===== src/design/hbsc_consts.vh =====
// constants of the half-bridge serial control block
`ifndef HBSC_CONSTS_VH
`define HBSC_CONSTS_VH
`define HBSC_WORD_W 16
`define HBSC_CNT_W 5
`define HBSC_CTL_CLEAR 0
`define HBSC_CTL_SW_LO 1
`define HBSC_CTL_SW_HI 6
`define HBSC_CTL_OCS 13
`define HBSC_ST_PREWARN 0
`define HBSC_ST_SHORT 13
`define HBSC_ST_OPEN 14
`define HBSC_ST_SUPPLY 15
`define HBSC_CTL_RESET 16'h2000
`define HBSC_CLK_MHZ 125
`define HBSC_UV_DELAY_NS 8000
`define HBSC_OL_DELAY_NS 8000
`define HBSC_SD_DELAY_NS 4000
`define HBSC_UV_CYCLES ((`HBSC_UV_DELAY_NS * `HBSC_CLK_MHZ + 999) / 1000)
`define HBSC_OL_CYCLES ((`HBSC_OL_DELAY_NS * `HBSC_CLK_MHZ + 999) / 1000)
`define HBSC_SD_CYCLES ((`HBSC_SD_DELAY_NS * `HBSC_CLK_MHZ + 999) / 1000)
`define HBSC_DLY_W 12
`endif


===== src/design/hbsc_sync.v =====
// three-stage synchroniser for one pin input
`timescale 1ns/1ps
module hbsc_sync (
    input wire core_clk_i,
    input wire rst_b_i,
    input wire pin_i,
    input wire rst_val_i,
    output reg level_o
);
    reg s1;
    reg s2;
    reg s3;
    reg lvl;
    // stages hold pin xor idle level, so reset reads as the idle level
    always @(posedge core_clk_i or negedge rst_b_i) begin
        if (!rst_b_i) begin
            s1 <= 1'b0;
            s2 <= 1'b0;
            s3 <= 1'b0;
            lvl <= 1'b0;
        end else begin
            s1 <= pin_i ^ rst_val_i;
            s2 <= s1;
            s3 <= s2;
            // change counts once second and third stage agree
            if (s2 == s3)
                lvl <= s3;
        end
    end
    always @* begin
        level_o = lvl ^ rst_val_i;
    end
endmodule // hbsc_sync


===== src/design/hbsc_delay.v =====
// qualifies a condition that must persist for a number of cycles
`timescale 1ns/1ps
`include "hbsc_consts.vh"
module hbsc_delay #(
    parameter [`HBSC_DLY_W-1:0] CYCLES = 12'h0001
) (
    input wire core_clk_i,
    input wire rst_b_i,
    input wire cond_i,
    output reg hit_o
);
    reg [`HBSC_DLY_W-1:0] cnt;
    always @(posedge core_clk_i or negedge rst_b_i) begin
        if (!rst_b_i) begin
            cnt <= 12'h0000;
            hit_o <= 1'b0;
        end else if (!cond_i) begin
            cnt <= 12'h0000;
            hit_o <= 1'b0;
        end else if (cnt >= CYCLES) begin
            hit_o <= 1'b1;
        end else begin
            cnt <= cnt + 12'h0001;
        end
    end
endmodule // hbsc_delay


===== src/design/hbsc_top.v =====
// serial control and diagnostics of a triple half-bridge driver
`timescale 1ns/1ps
`include "hbsc_consts.vh"
module hbsc_top (
    input wire core_clk_i,
    input wire rst_b_i,
    input wire chip_select_b_i,
    input wire serial_clk_i,
    input wire serial_in_i,
    input wire standby_select_b_i,
    input wire undervoltage_i,
    input wire [5:0] open_load_i,
    input wire [5:0] overcurrent_i,
    input wire temp_prewarning_i,
    input wire overtemp_i,
    output reg serial_out_o,
    output reg serial_out_oe_o,
    output reg [5:0] switch_on_o,
    output reg [5:0] switch_tristate_o,
    output reg overcurrent_shutdown_en_o
);
    localparam integer UV_INT = `HBSC_UV_CYCLES;
    localparam integer OL_INT = `HBSC_OL_CYCLES;
    localparam integer SD_INT = `HBSC_SD_CYCLES;
    localparam [`HBSC_DLY_W-1:0] UV_CYC = UV_INT[`HBSC_DLY_W-1:0];
    localparam [`HBSC_DLY_W-1:0] OL_CYC = OL_INT[`HBSC_DLY_W-1:0];
    localparam [`HBSC_DLY_W-1:0] SD_CYC = SD_INT[`HBSC_DLY_W-1:0];

    wire cs_b;
    wire sclk;
    wire sdin;
    wire stby_b;
    hbsc_sync u_sync_cs (
        .core_clk_i(core_clk_i),
        .rst_b_i(rst_b_i),
        .pin_i(chip_select_b_i),
        .rst_val_i(1'b1),
        .level_o(cs_b)
    );
    hbsc_sync u_sync_clk (
        .core_clk_i(core_clk_i),
        .rst_b_i(rst_b_i),
        .pin_i(serial_clk_i),
        .rst_val_i(1'b0),
        .level_o(sclk)
    );
    hbsc_sync u_sync_din (
        .core_clk_i(core_clk_i),
        .rst_b_i(rst_b_i),
        .pin_i(serial_in_i),
        .rst_val_i(1'b0),
        .level_o(sdin)
    );
    hbsc_sync u_sync_stby (
        .core_clk_i(core_clk_i),
        .rst_b_i(rst_b_i),
        .pin_i(standby_select_b_i),
        .rst_val_i(1'b0),
        .level_o(stby_b)
    );

    // cs synchroniser resets to its idle high, so no false frame start
    reg cs_prev;
    reg sclk_prev;
    reg stby_prev;
    wire cs_q = cs_b;
    wire cs_fall = cs_prev & ~cs_q;
    wire cs_rise = ~cs_prev & cs_q;
    wire sclk_fall = sclk_prev & ~sclk & ~cs_q;
    wire sclk_rise = ~sclk_prev & sclk & ~cs_q;
    wire stby_rise = ~stby_prev & stby_b;

    // condition detectors, one per delayed event
    wire uv_hit;
    wire ol_any = |(open_load_i & switch_on_o);
    wire ol_hit;
    wire [5:0] sd_hit;
    hbsc_delay #(.CYCLES(UV_CYC)) u_uv (
        .core_clk_i(core_clk_i),
        .rst_b_i(rst_b_i),
        .cond_i(undervoltage_i & stby_b),
        .hit_o(uv_hit)
    );
    hbsc_delay #(.CYCLES(OL_CYC)) u_ol (
        .core_clk_i(core_clk_i),
        .rst_b_i(rst_b_i),
        .cond_i(ol_any & stby_b),
        .hit_o(ol_hit)
    );
    genvar gi;
    generate
        for (gi = 0; gi < 6; gi = gi + 1) begin : g_sd
            hbsc_delay #(.CYCLES(SD_CYC)) u_sd (
                .core_clk_i(core_clk_i),
                .rst_b_i(rst_b_i),
                .cond_i(overcurrent_i[gi] & stby_b),
                .hit_o(sd_hit[gi])
            );
        end
    endgenerate

    reg [15:0] shreg;
    reg [4:0] bit_cnt;
    reg [15:0] ctl;
    reg [5:0] tripped;
    reg therm_latch;
    reg flag_short;
    reg flag_open;
    reg flag_supply;
    reg [5:0] next_sw;

    wire [5:0] cmd_sw = ctl[`HBSC_CTL_SW_HI:`HBSC_CTL_SW_LO];
    wire ocs_en = ctl[`HBSC_CTL_OCS];
    wire do_exec = cs_rise & (bit_cnt == 5'h10);
    wire clr = do_exec & shreg[`HBSC_CTL_CLEAR];
    wire trip_now = ocs_en ? |sd_hit : 1'b0;

    // status word as seen by the host
    wire [15:0] status = {flag_supply, flag_open, flag_short, 6'h00,
        switch_on_o, temp_prewarning_i};

    always @* begin
        // undervoltage gates without latching; recovery re-enables
        next_sw = cmd_sw & ~tripped;
        if (uv_hit | therm_latch | overtemp_i | ~stby_b)
            next_sw = 6'h00;
    end

    always @(posedge core_clk_i or negedge rst_b_i) begin
        if (!rst_b_i) begin
            cs_prev <= 1'b1;
            sclk_prev <= 1'b0;
            stby_prev <= 1'b0;
        end else begin
            cs_prev <= cs_q;
            sclk_prev <= sclk;
            stby_prev <= stby_b;
        end
    end

    // serial shift path; load on select fall, shift per clock
    always @(posedge core_clk_i or negedge rst_b_i) begin
        if (!rst_b_i) begin
            shreg <= 16'h0000;
            bit_cnt <= 5'h00;
            serial_out_o <= 1'b0;
            serial_out_oe_o <= 1'b0;
        end else begin
            serial_out_oe_o <= ~cs_q;
            if (cs_fall) begin
                shreg <= status;
                bit_cnt <= 5'h00;
                serial_out_o <= status[`HBSC_ST_PREWARN];
            end else if (sclk_fall) begin
                // lsb leaves first, new bit enters the top
                shreg <= {sdin, shreg[15:1]};
                if (bit_cnt != 5'h10)
                    bit_cnt <= bit_cnt + 5'h01;
            end else if (sclk_rise) begin
                serial_out_o <= shreg[0];
            end
        end
    end

    // control register and sticky flags
    always @(posedge core_clk_i or negedge rst_b_i) begin
        if (!rst_b_i) begin
            ctl <= `HBSC_CTL_RESET;
            tripped <= 6'h00;
            therm_latch <= 1'b0;
            flag_short <= 1'b0;
            flag_open <= 1'b0;
            flag_supply <= 1'b0;
        end else if (!stby_b || stby_rise) begin
            // standby clears status; its release re-runs power-on reset
            ctl <= `HBSC_CTL_RESET;
            tripped <= 6'h00;
            therm_latch <= 1'b0;
            flag_short <= 1'b0;
            flag_open <= 1'b0;
            flag_supply <= 1'b0;
        end else begin
            if (do_exec)
                ctl <= shreg;
            // set wins over a simultaneous clear
            if (uv_hit)
                flag_supply <= 1'b1;
            else if (clr)
                flag_supply <= 1'b0;
            if (ol_hit)
                flag_open <= 1'b1;
            else if (clr)
                flag_open <= 1'b0;
            if (|sd_hit)
                flag_short <= 1'b1;
            else if (clr)
                flag_short <= 1'b0;
            if (trip_now)
                tripped <= tripped | sd_hit;
            else if (clr)
                tripped <= 6'h00;
            if (overtemp_i)
                therm_latch <= 1'b1;
            else if (clr)
                therm_latch <= 1'b0;
        end
    end

    always @(posedge core_clk_i or negedge rst_b_i) begin
        if (!rst_b_i) begin
            switch_on_o <= 6'h00;
            switch_tristate_o <= 6'h3f;
            overcurrent_shutdown_en_o <= 1'b1;
        end else begin
            switch_on_o <= next_sw;
            switch_tristate_o <= stby_b ? 6'h00 : 6'h3f;
            overcurrent_shutdown_en_o <= ocs_en;
        end
    end
endmodule // hbsc_top


===== config.mk =====
export PLATFORM = sky130hd
export DESIGN_NAME = hbsc_top
export DESIGN_NICKNAME = d
export VERILOG_FILES = /design/src/design/hbsc_sync.v /design/src/design/hbsc_delay.v /design/src/design/hbsc_top.v
export VERILOG_INCLUDE_DIRS = /design/src /design/src/design
export SDC_FILE = /design/constraint.sdc
export NUM_CORES = 1
export LEC_CHECK = 0
export BUFFER_PORTS_ARGS = -buffer_cell sky130_fd_sc_hd__buf_2
export CAP_MARGIN = 20
export CELL_PAD_IN_SITES_DETAIL_PLACEMENT = 2
export CELL_PAD_IN_SITES_GLOBAL_PLACEMENT = 2
export CORE_MARGIN = 2
export CORE_UTILIZATION = 37
export DETAILED_ROUTE_END_ITERATION = 12
export PLACE_DENSITY = 0.74
export SLEW_MARGIN = 30
export SYNTH_ARGS = -nofsm -noshare
export SYNTH_HDL_FRONTEND = slang
export SYNTH_SLANG_ARGS = --single-unit

===== constraint.sdc =====
create_clock -name core_clk_i -period 1.9 [get_ports core_clk_i]
set_input_delay 0.285 -clock core_clk_i [delete_from_list [all_inputs] [get_ports core_clk_i]]
set_output_delay 0.285 -clock core_clk_i [all_outputs]
set_load 0.05 [all_outputs]

Word level (Yosys, flattened, before mapping) --
Index checks and enable logic that the tools add are counted.
Storage, ports and cells: logic and storage cells 191, input bits 21, output and inout port bits 15, register bits after elaboration 183
Operators by class: multiplexer cells 57, reduce and logical (&&, ||, !) cells 15, magnitude comparators 8, add/sub/neg operators 9, bitwise logic cells 31, eq/ne operators 23
Operator list (count):
- $mux W12 | 16
- $add A12 B1 Y12 const B | 8
- $ge A12 B9 Y1 const B | 6
- $ne A2 B2 Y1 const B | 17
- $mux W16 | 2
- $mux W6 | 5
- $mux W1 | 29
- $mux W14 | 2
- $ge A12 B10 Y1 const B | 2
- $and A1 B1 Y1 | 17
- $mux W5 | 3
- $reduce_bool A3 Y1 | 5
- $and A6 B6 Y6 | 2
- $reduce_or A6 Y1 | 2
- $reduce_bool A2 Y1 | 4
- $not A1 Y1 | 7
- $not A6 Y6 | 1
- $or A6 B6 Y6 | 1
- $add A5 B1 Y5 const B | 1
- $eq A5 B5 Y1 const B | 1
- $ne A5 B5 Y1 const B | 1
- $eq A1 B1 Y1 | 4
- $reduce_and A2 Y1 | 2
- $or A1 B1 Y1 | 3
- other kinds (2) | 2

Longest topological paths before layout --
Gate-level depths: netlist (run 1).
word-level depth 7, mapped depth 6, mapped depth without buffers 6

By module --
A second synthesis (run 1) with hierarchy kept.
Unflattened totals: cells, all modules 783, area, all modules 8115.3 sq um
Modules (own cells, without submodules):
- hbsc_delay at g_sd[0].u_sd ... | cells each 66, area an instance 646.9 sq um, times used 6, seq. area each 325.3 sq um
- hbsc_top | cells each 237, area an instance 2344.7 sq um, times used 1, seq. area each 1281.2 sq um
- hbsc_delay at u_ol ... | cells each 61, area an instance 686.9 sq um, times used 2, seq. area each 325.3 sq um
- hbsc_sync | cells each 7, area an instance 128.9 sq um, times used 4, seq. area each 100.1 sq um

Worst setup path before layout (run 1) --
OpenSTA, ideal clock, no wires.
path kind register -> register, from reg g_sd[0].u_sd.cnt[9], to reg g_sd[0].u_sd.cnt[7], arrival 1.642 ns, data required time 1.780 ns, clock period less this slack 1.762 ns, path slack 0.138 ns, library setup time 0.120 ns, stages on the path, launching flop included 5, buffers on the path 0, cell sequence dfrtp_1 > or4b_4 > a2111oi_4 > a31oi_1 > a41o_1
Between the ends: cells in the longest elaborated chain, start to end 2
Ends and longest elaborated chain:
- start: declaration | line hbsc_delay.v:12 | reg [`HBSC_DLY_W-1:0] cnt;
- start signal: assignment | line hbsc_delay.v:23 | cnt <= cnt + 12'h0001;
- $ge A12 B9 Y1 | line hbsc_delay.v:20 | end else if (cnt >= CYCLES) begin
- $ne A2 B2 Y1 (no source line)
No other way between the ends. A chain may end at the register's enable or synchronous reset.

Worst setup path in the final report (run 1) --
from reg g_sd[3].u_sd.cnt[9], to reg g_sd[3].u_sd.cnt[7]
Between the ends: cells in the longest elaborated chain, start to end 2
Ends and longest elaborated chain (line):
- start: declaration | hbsc_delay.v:12
- start signal: assignment | hbsc_delay.v:23
- $ge A12 B9 Y1 | hbsc_delay.v:20
- $ne A2 B2 Y1 (no source line)
No other way between the ends.

==> impl_metrics.ini, run 1 <==
[placed_design]
place_hpwl_mm = 13.7
place_ws_ns = 0.0825
gp_congestion = 0.750
numPortBuffers = 35

[power]
leakagePower_nw = 3.94
p_sw_share_pct = 26.6
p_comb_share_pct = 7.9
internal-power_mw = 5.93
max-vdd-ir-drop_v = 0.000554
powerDensity_nw_per_um2 = 903
power_frac_clock_pct = 43.8
power_frac_seq_pct = 48.2
p_sw_mw = 2.15

[route]
ant_nets = 0
vias_per_cell = 5.37
via_count = 5716
drt_wl_total_mm = 20.1
wl_per_cell_um = 18.9
drc = 0
drtIter0Drc = 275
drt_first_pass_iters = 4

[grt]
grt_max_degree = 50
antenna_found_initial = 0
grt_pass1_wl_mm = 35.0
grtUsageTotal_pct = 20.1
grt_pass1_vias = 6586
grt_overflow = 0

[setup_path]
crit_path_start_kind = flip-flop
end_kind = flip-flop
cp_slowest_cell = or4b_4
reg2reg_depth = 4
worstPathMaxFanout = 3
arrival_ns = 2.08
critical_path_class = reg -> reg
cp_slowest_stage_delay_ns = 0.58
worstPathCellList = or4b_4 > a2111oi_2 > xnor2_1 > nor2_1
worstPathRequired_ns = 2.21

[synth]
syn_avg_cell_area_um2 = 10.6
synth.area.top_cells = dfrtp_1 55%, nor2_1 5.2%, nand2_1 3.3%, ha_1 2.9%, xnor2_1 2.9%
synth_largest_area_cell = dfrtp_1
syn_inst = 723
synth_area_um2 = 7650
synth_edf_count = 0
synth_cell_type_count = 57
synthArstFlopShare_pct = 100
ys_seq_area_share_pct = 56.0
synth_top_area_share_pct = 54.6
yosys_most_used_dff = dfrtp_1
synth-seq-cells = 171
ys_warn_count = 0
synth_nets = 762

[sta]
fin_crit_sh_pct = 93.2
worstMarginPinSlew_ns = 0.511
relSlewSlack_pct = 65.6
fin_crit_ns = 1.77
final-hold-violation-count = 0
rsz0062_at_grt = false
setup_viol = 0
fin_ws_ns = 0.129
slew_violations = 0
finalSetupTns_ns = 0
fin_skew_ns = 0.0138
clock.fmax_mhz = 565

[final_layout]
final_cell_mix = 167 x dfrtp_1, 106 x nor2_1, 67 x nand2_1, 34 x buf_2, 33 x a21oi_1
area_growth_pct = 16.9
drive_above_1_share_pct = 15.6
diodes = 0
final_nets = 820
mostFrequentLayoutCell = dfrtp_1

[worst_hold_path]
min_path_type = in -> reg
min_path_cells = 2

[clock_tree]
clkSinkCount = 171
cts-root-buf = clkbuf_16
cts_tree = done
cts_buffers = 17
cts_htree_levels = 4
clk_pin_slew_ns = 0.07
clock_path_buffers = 2
clock_latency_ns = 0.44

[job]
maxCapViolCount = 0

[die]
dieHeight_um = 148
io_pins = 36
core_um2 = 20300
start_util_pct = 37.7
rows = 52
die_area_um2 = 21900
die_w_um = 148

[run_status]
status = completed
[registers in the layout, summed over array words and instances (netlist names), 5 cells and up]
register,count
u_uv.cnt,12
shreg,16
g_sd.u_sd.cnt,72
tripped,6
bit_cnt,5
u_ol.cnt,12
ctl,7
g_sd.u_sd.hit_o,6
switch_on_o,6
[Yosys cell counts, types with 4 or more instances]
library cell  number
a31oi_1           15
and3_1            31
inv_1             24
dfstp_2            4
nand2_1           67
o31ai_1            9
xnor2_1           25
o2111ai_1          4
nand3_1           20
a21oi_1           33
nor3_1             7
or4_1              9
mux2i_1           14
maj3_1             4
buf_4              5
and4_1             5
xor2_1            18
a211oi_1           8
nand4_1           16
ha_1              18
nor2_1           106
clkbuf_1          18
nor3b_1            7
o211ai_1          12
o21ai_1            9
a2111oi_2          8
dfrtp_1          167
or3_1              5
o21ai_0           12
[power groups by stage]
stage	clock network (mW)	logic (mW)	registers, mW
2_1_floorplan	0	0.345	3.96
3_3_place_gp	0	0.589	3.95
3_5_place_dp	0	0.633	3.96
4_1_cts	3.63	0.660	3.90
5_1_grt	3.79	0.727	3.92
6_report	3.54	0.642	3.90
[cell type report]
| type | instances | area (um^2) |
|---|---|---|
| clock inverter | 15 | 166 |
| timing repair buffer | 67 | 472 |
| sequential | 171 | 4280 |
| fill | 2173 | 11400 |
| multi-input combinational | 500 | 3170 |
| tap | 270 | 338 |
| clock buffer | 17 | 425 |
| inverter | 24 | 90.1 |
[kinds of logic after synthesis]
family                   share of synthesized area [%]
adder cells (fa/ha/maj)                           3.47
AO/OA/AOI/OAI                                     11.9
AND/OR/NAND/NOR                                   19.1
flip-flops                                        56.0
multiplexers                                      1.83
XOR/XNOR                                          4.92
buffers and inverters                             2.86
[worst max-delay path: cells and delay by family, from the launching register on]
family                    cells  cell delay (ns)
and+or+nand+nor               2             0.64
AOI/OAI and AO/OA             1             0.43
DFF                           1             0.40
xor gates and xnor gates      1             0.18
[through the flow]
stage | util (%) | instances | power [mW] | hold slack (ns) | cell area, um^2
after floorplan | - | 723 | 4.30 | -0.0106 | 7650
after global placement | 40.8 | 1027 | 4.54 | 0.275 | 8290
after detailed placement | 40.8 | 1027 | 4.60 | 0.280 | 8290
after CTS | 44.0 | 1064 | 8.19 | 0.0793 | 8930
after global routing | 44.1 | 1064 | 8.43 | 0.100 | 8950
final | 44.1 | 1064 | 8.08 | 0.0955 | 8950
[final timing paths]
path / from / endpoint / slack [ns]
worst max register to register: g_sd[3].u_sd.cnt[9] / g_sd[3].u_sd.cnt[7] / 0.13
worst min register to register: u_sync_din.s1 / u_sync_din.s2 / 0.35
min in group asynchronous: rst_b_i / u_sync_clk.s3 / 0.39
worst min-delay path: temp_prewarning_i / serial_out_o / 0.1
max in group asynchronous: rst_b_i / switch_tristate_o[4] / 0.86
worst max-delay path: g_sd[3].u_sd.cnt[9] / g_sd[3].u_sd.cnt[7] / 0.13
[layer usage]
metal  global-route usage (%)  vias up  part of all wire (%)
met2                     36.3       49                    53
met1                     24.5     2976                    43
met4                     6.29        0                   1.6
li1                         -     2664                     -
met3                     3.43       27                   2.0
met5                        0        -                     0
[what timing repair did]
item                       in CTS  in global routing
resized for setup               0                  5
hold endpoints to repair       46                  0
hold buffers                    5                  0
setup endpoints to repair       0                 12
buffers inserted                0                  0
(Power assumes the default switching activity.)
==> inputs of run 2 (changes only) <==
- CORE_UTILIZATION: 37 -> 41
- PLACE_DENSITY: 0.74 -> 0.78
- clock period: 1.9 -> 1.68 ns (I/O delays scaled with it)
==> run 2 against run 1 <==
  * The flow now finishes with violations (negative setup slack)
  * Flip-flop and latch count is the same
  * First-iteration DRC count shrank 13%
  * Cell area grew 3.0%
  * Global-route usage grew 2.9 points
  * Clock-buffer cell count grew 1
  * Wire length grew 15%
  * Register-to-register slack lost 0.23 ns
  * Critical path depth is the same
  * Worst setup slack lost 0.23 ns
  * Die area shrank 9.5%
  * Largest cell class unchanged
  * Largest power group unchanged
==> impl_metrics.ini, run 2 (synthesis results as in run 1) <==
[run_status]
status = finished, violations left
violations = negative setup slack

[final_layout]
final_nets = 849
final_core_util_pct = 50.8
largest_reg_flops = 72
reg_top3 = g_sd.u_sd.cnt x72, shreg x16
drive_above_1_share_pct = 19.7
diodes = 0
layout.cells.non_filler = 1052
final_cell_mix = 165 x dfrtp_1, 106 x nor2_1, 67 x nand2_1, 49 x buf_4, 34 x buf_2
regMostFlops = g_sd.u_sd.cnt
area_growth_pct = 20.4
mostFrequentLayoutCell = dfrtp_1
fin_area_um2 = 9220

[setup_path]
end_kind = flip-flop
reg2reg_depth = 4
arrival_ns = 2.08
crit_path_start_kind = flip-flop
worstPathRequired_ns = 1.98
critical_path_class = reg -> reg
ff2ff_setup_slack_ns = -0.11
timing.rr.end = g_sd[3].u_sd.cnt[3]
worstPathMaxFanout = 3
r2r-start = g_sd[3].u_sd.cnt[10]

[sta]
clock.fmax_mhz = 560
worstMarginPinSlew_ns = 0.574
fin_skew_ns = 0.0128
setup_viol = 5
relSlewSlack_pct = 61.5
fin_ws_ns = -0.105
rsz0062_at_grt = true
fin_crit_ns = 1.79
slew_violations = 0
final-hold-violation-count = 0
fin_crit_sh_pct = 106
holdWs_ns = 0.100

[route]
drtIter0Drc = 239
wl_per_cell_um = 22.0
vias_per_cell = 5.65
drt-met1-wl_mm = 9.49
ant_nets = 0
drt_wl_total_mm = 23.1
drc = 0
drt_first_pass_iters = 4
wl_met2_mm = 12.6
highest_layer = met4
met3_length_um = 489
via_count = 5945

[worst_hold_path]
min_path_type = in -> reg
worstHoldStart = temp_prewarning_i
min_path_cells = 2
whs_endpoint = serial_out_o

[clock_tree]
clk_pin_slew_ns = 0.07
cts-root-buf = clkbuf_16
cts_htree_levels = 4
clock_latency_ns = 0.43
cts_tree = done
clkSinkCount = 171
clock_path_buffers = 2
cts_buffers = 17

[power]
p_comb_share_pct = 8.9
internal-power_mw = 6.45
p_sw_mw = 2.48
max-vdd-ir-drop_v = 0.000712
p_sw_share_pct = 27.7
power_frac_clock_pct = 41.7
power_frac_seq_pct = 49.4
leakagePower_nw = 4.08
powerDensity_nw_per_um2 = 969
total_power_mw = 8.93

[grt]
grt_overflow = 0
grt_pass1_vias = 6697
antenna_found_initial = 0
grt_max_degree = 52
grt_pass1_wl_mm = 36.1
grtUsageTotal_pct = 23.0

[die]
start_util_pct = 42.2
rows = 49
core_um2 = 18100
dieHeight_um = 141
io_pins = 36
die_w_um = 141
die_area_um2 = 19800

[placed_design]
placedCellCount = 1002
place_hpwl_mm = 13.7
place_area_um2 = 8380
numPortBuffers = 35
gp_congestion = 0.786

[job]
maxCapViolCount = 0
## run 2: repair_timing
action	in CTS	in global routing
hold endpoints to repair	36	0
resized for setup	8	19
buffers inserted	3	10
hold buffers	5	0
pin swaps	10	11
setup endpoints to repair	10	48
## run 2: how the worst max path moves through the flow
stage / start / endpoint / slack (ns) / cells past startpoint
2_1_floorplan: g_sd[4].u_sd.cnt[9] / g_sd[4].u_sd.cnt[7] / 0.03 / 4
3_3_place_gp: g_sd[4].u_sd.cnt[9] / g_sd[4].u_sd.cnt[5] / 0.01 / 4
3_5_place_dp: g_sd[3].u_sd.cnt[9] / g_sd[3].u_sd.cnt[3] / -0.08 / 4
4_1_cts: g_sd[3].u_sd.cnt[11] / g_sd[3].u_sd.cnt[6] / -0.02 / 5
5_1_grt: g_sd[3].u_sd.cnt[11] / g_sd[3].u_sd.cnt[3] / -0.15 / 4
6_report: g_sd[3].u_sd.cnt[10] / g_sd[3].u_sd.cnt[3] / -0.11 / 4
## run 2: final cells by class
cell class | instances | area, um^2
clock inverters | 14 | 113
repair buffers | 96 | 722
inverters | 24 | 90.1
clock buffers | 18 | 429
well taps | 229 | 287
flip-flops and latches | 171 | 4290
multi-input cells | 500 | 3290
fillers | 1815 | 8930
## run 2: metal layers
layer | vias to the layer above | global-route usage, %
li1 | 2726 | -
met1 | 3097 | 27.2
met5 | - | 0
met2 | 79 | 42.7
met4 | 0 | 5.53
met3 | 43 | 4.76
## run 2: through the flow
stage | setup TNS [ns] | worst slack (ns)
after floorplan | 0 | 0.0340
after global placement | 0 | 0.0108
after detailed placement | -0.282 | -0.0775
after CTS | -0.0308 | -0.0173
after global routing | -0.987 | -0.150
final | -0.171 | -0.105
## run 2: critical path, cell delays in order (launching register included)
cell and delay (ns):
dfrtp_1 0.39, or4b_4 0.59, a2111oi_4 0.37, xnor2_1 0.20, nor2_1 0.10
## run 2: power by group through the flow
stage	sequential, mW	clock [mW]	combinational, mW
3_5_place_dp	4.49	0	0.717
2_1_floorplan	4.48	0	0.391
3_3_place_gp	4.47	0	0.672
6_report	4.41	3.72	0.792
5_1_grt	4.43	3.98	0.874
4_1_cts	4.41	3.81	0.755
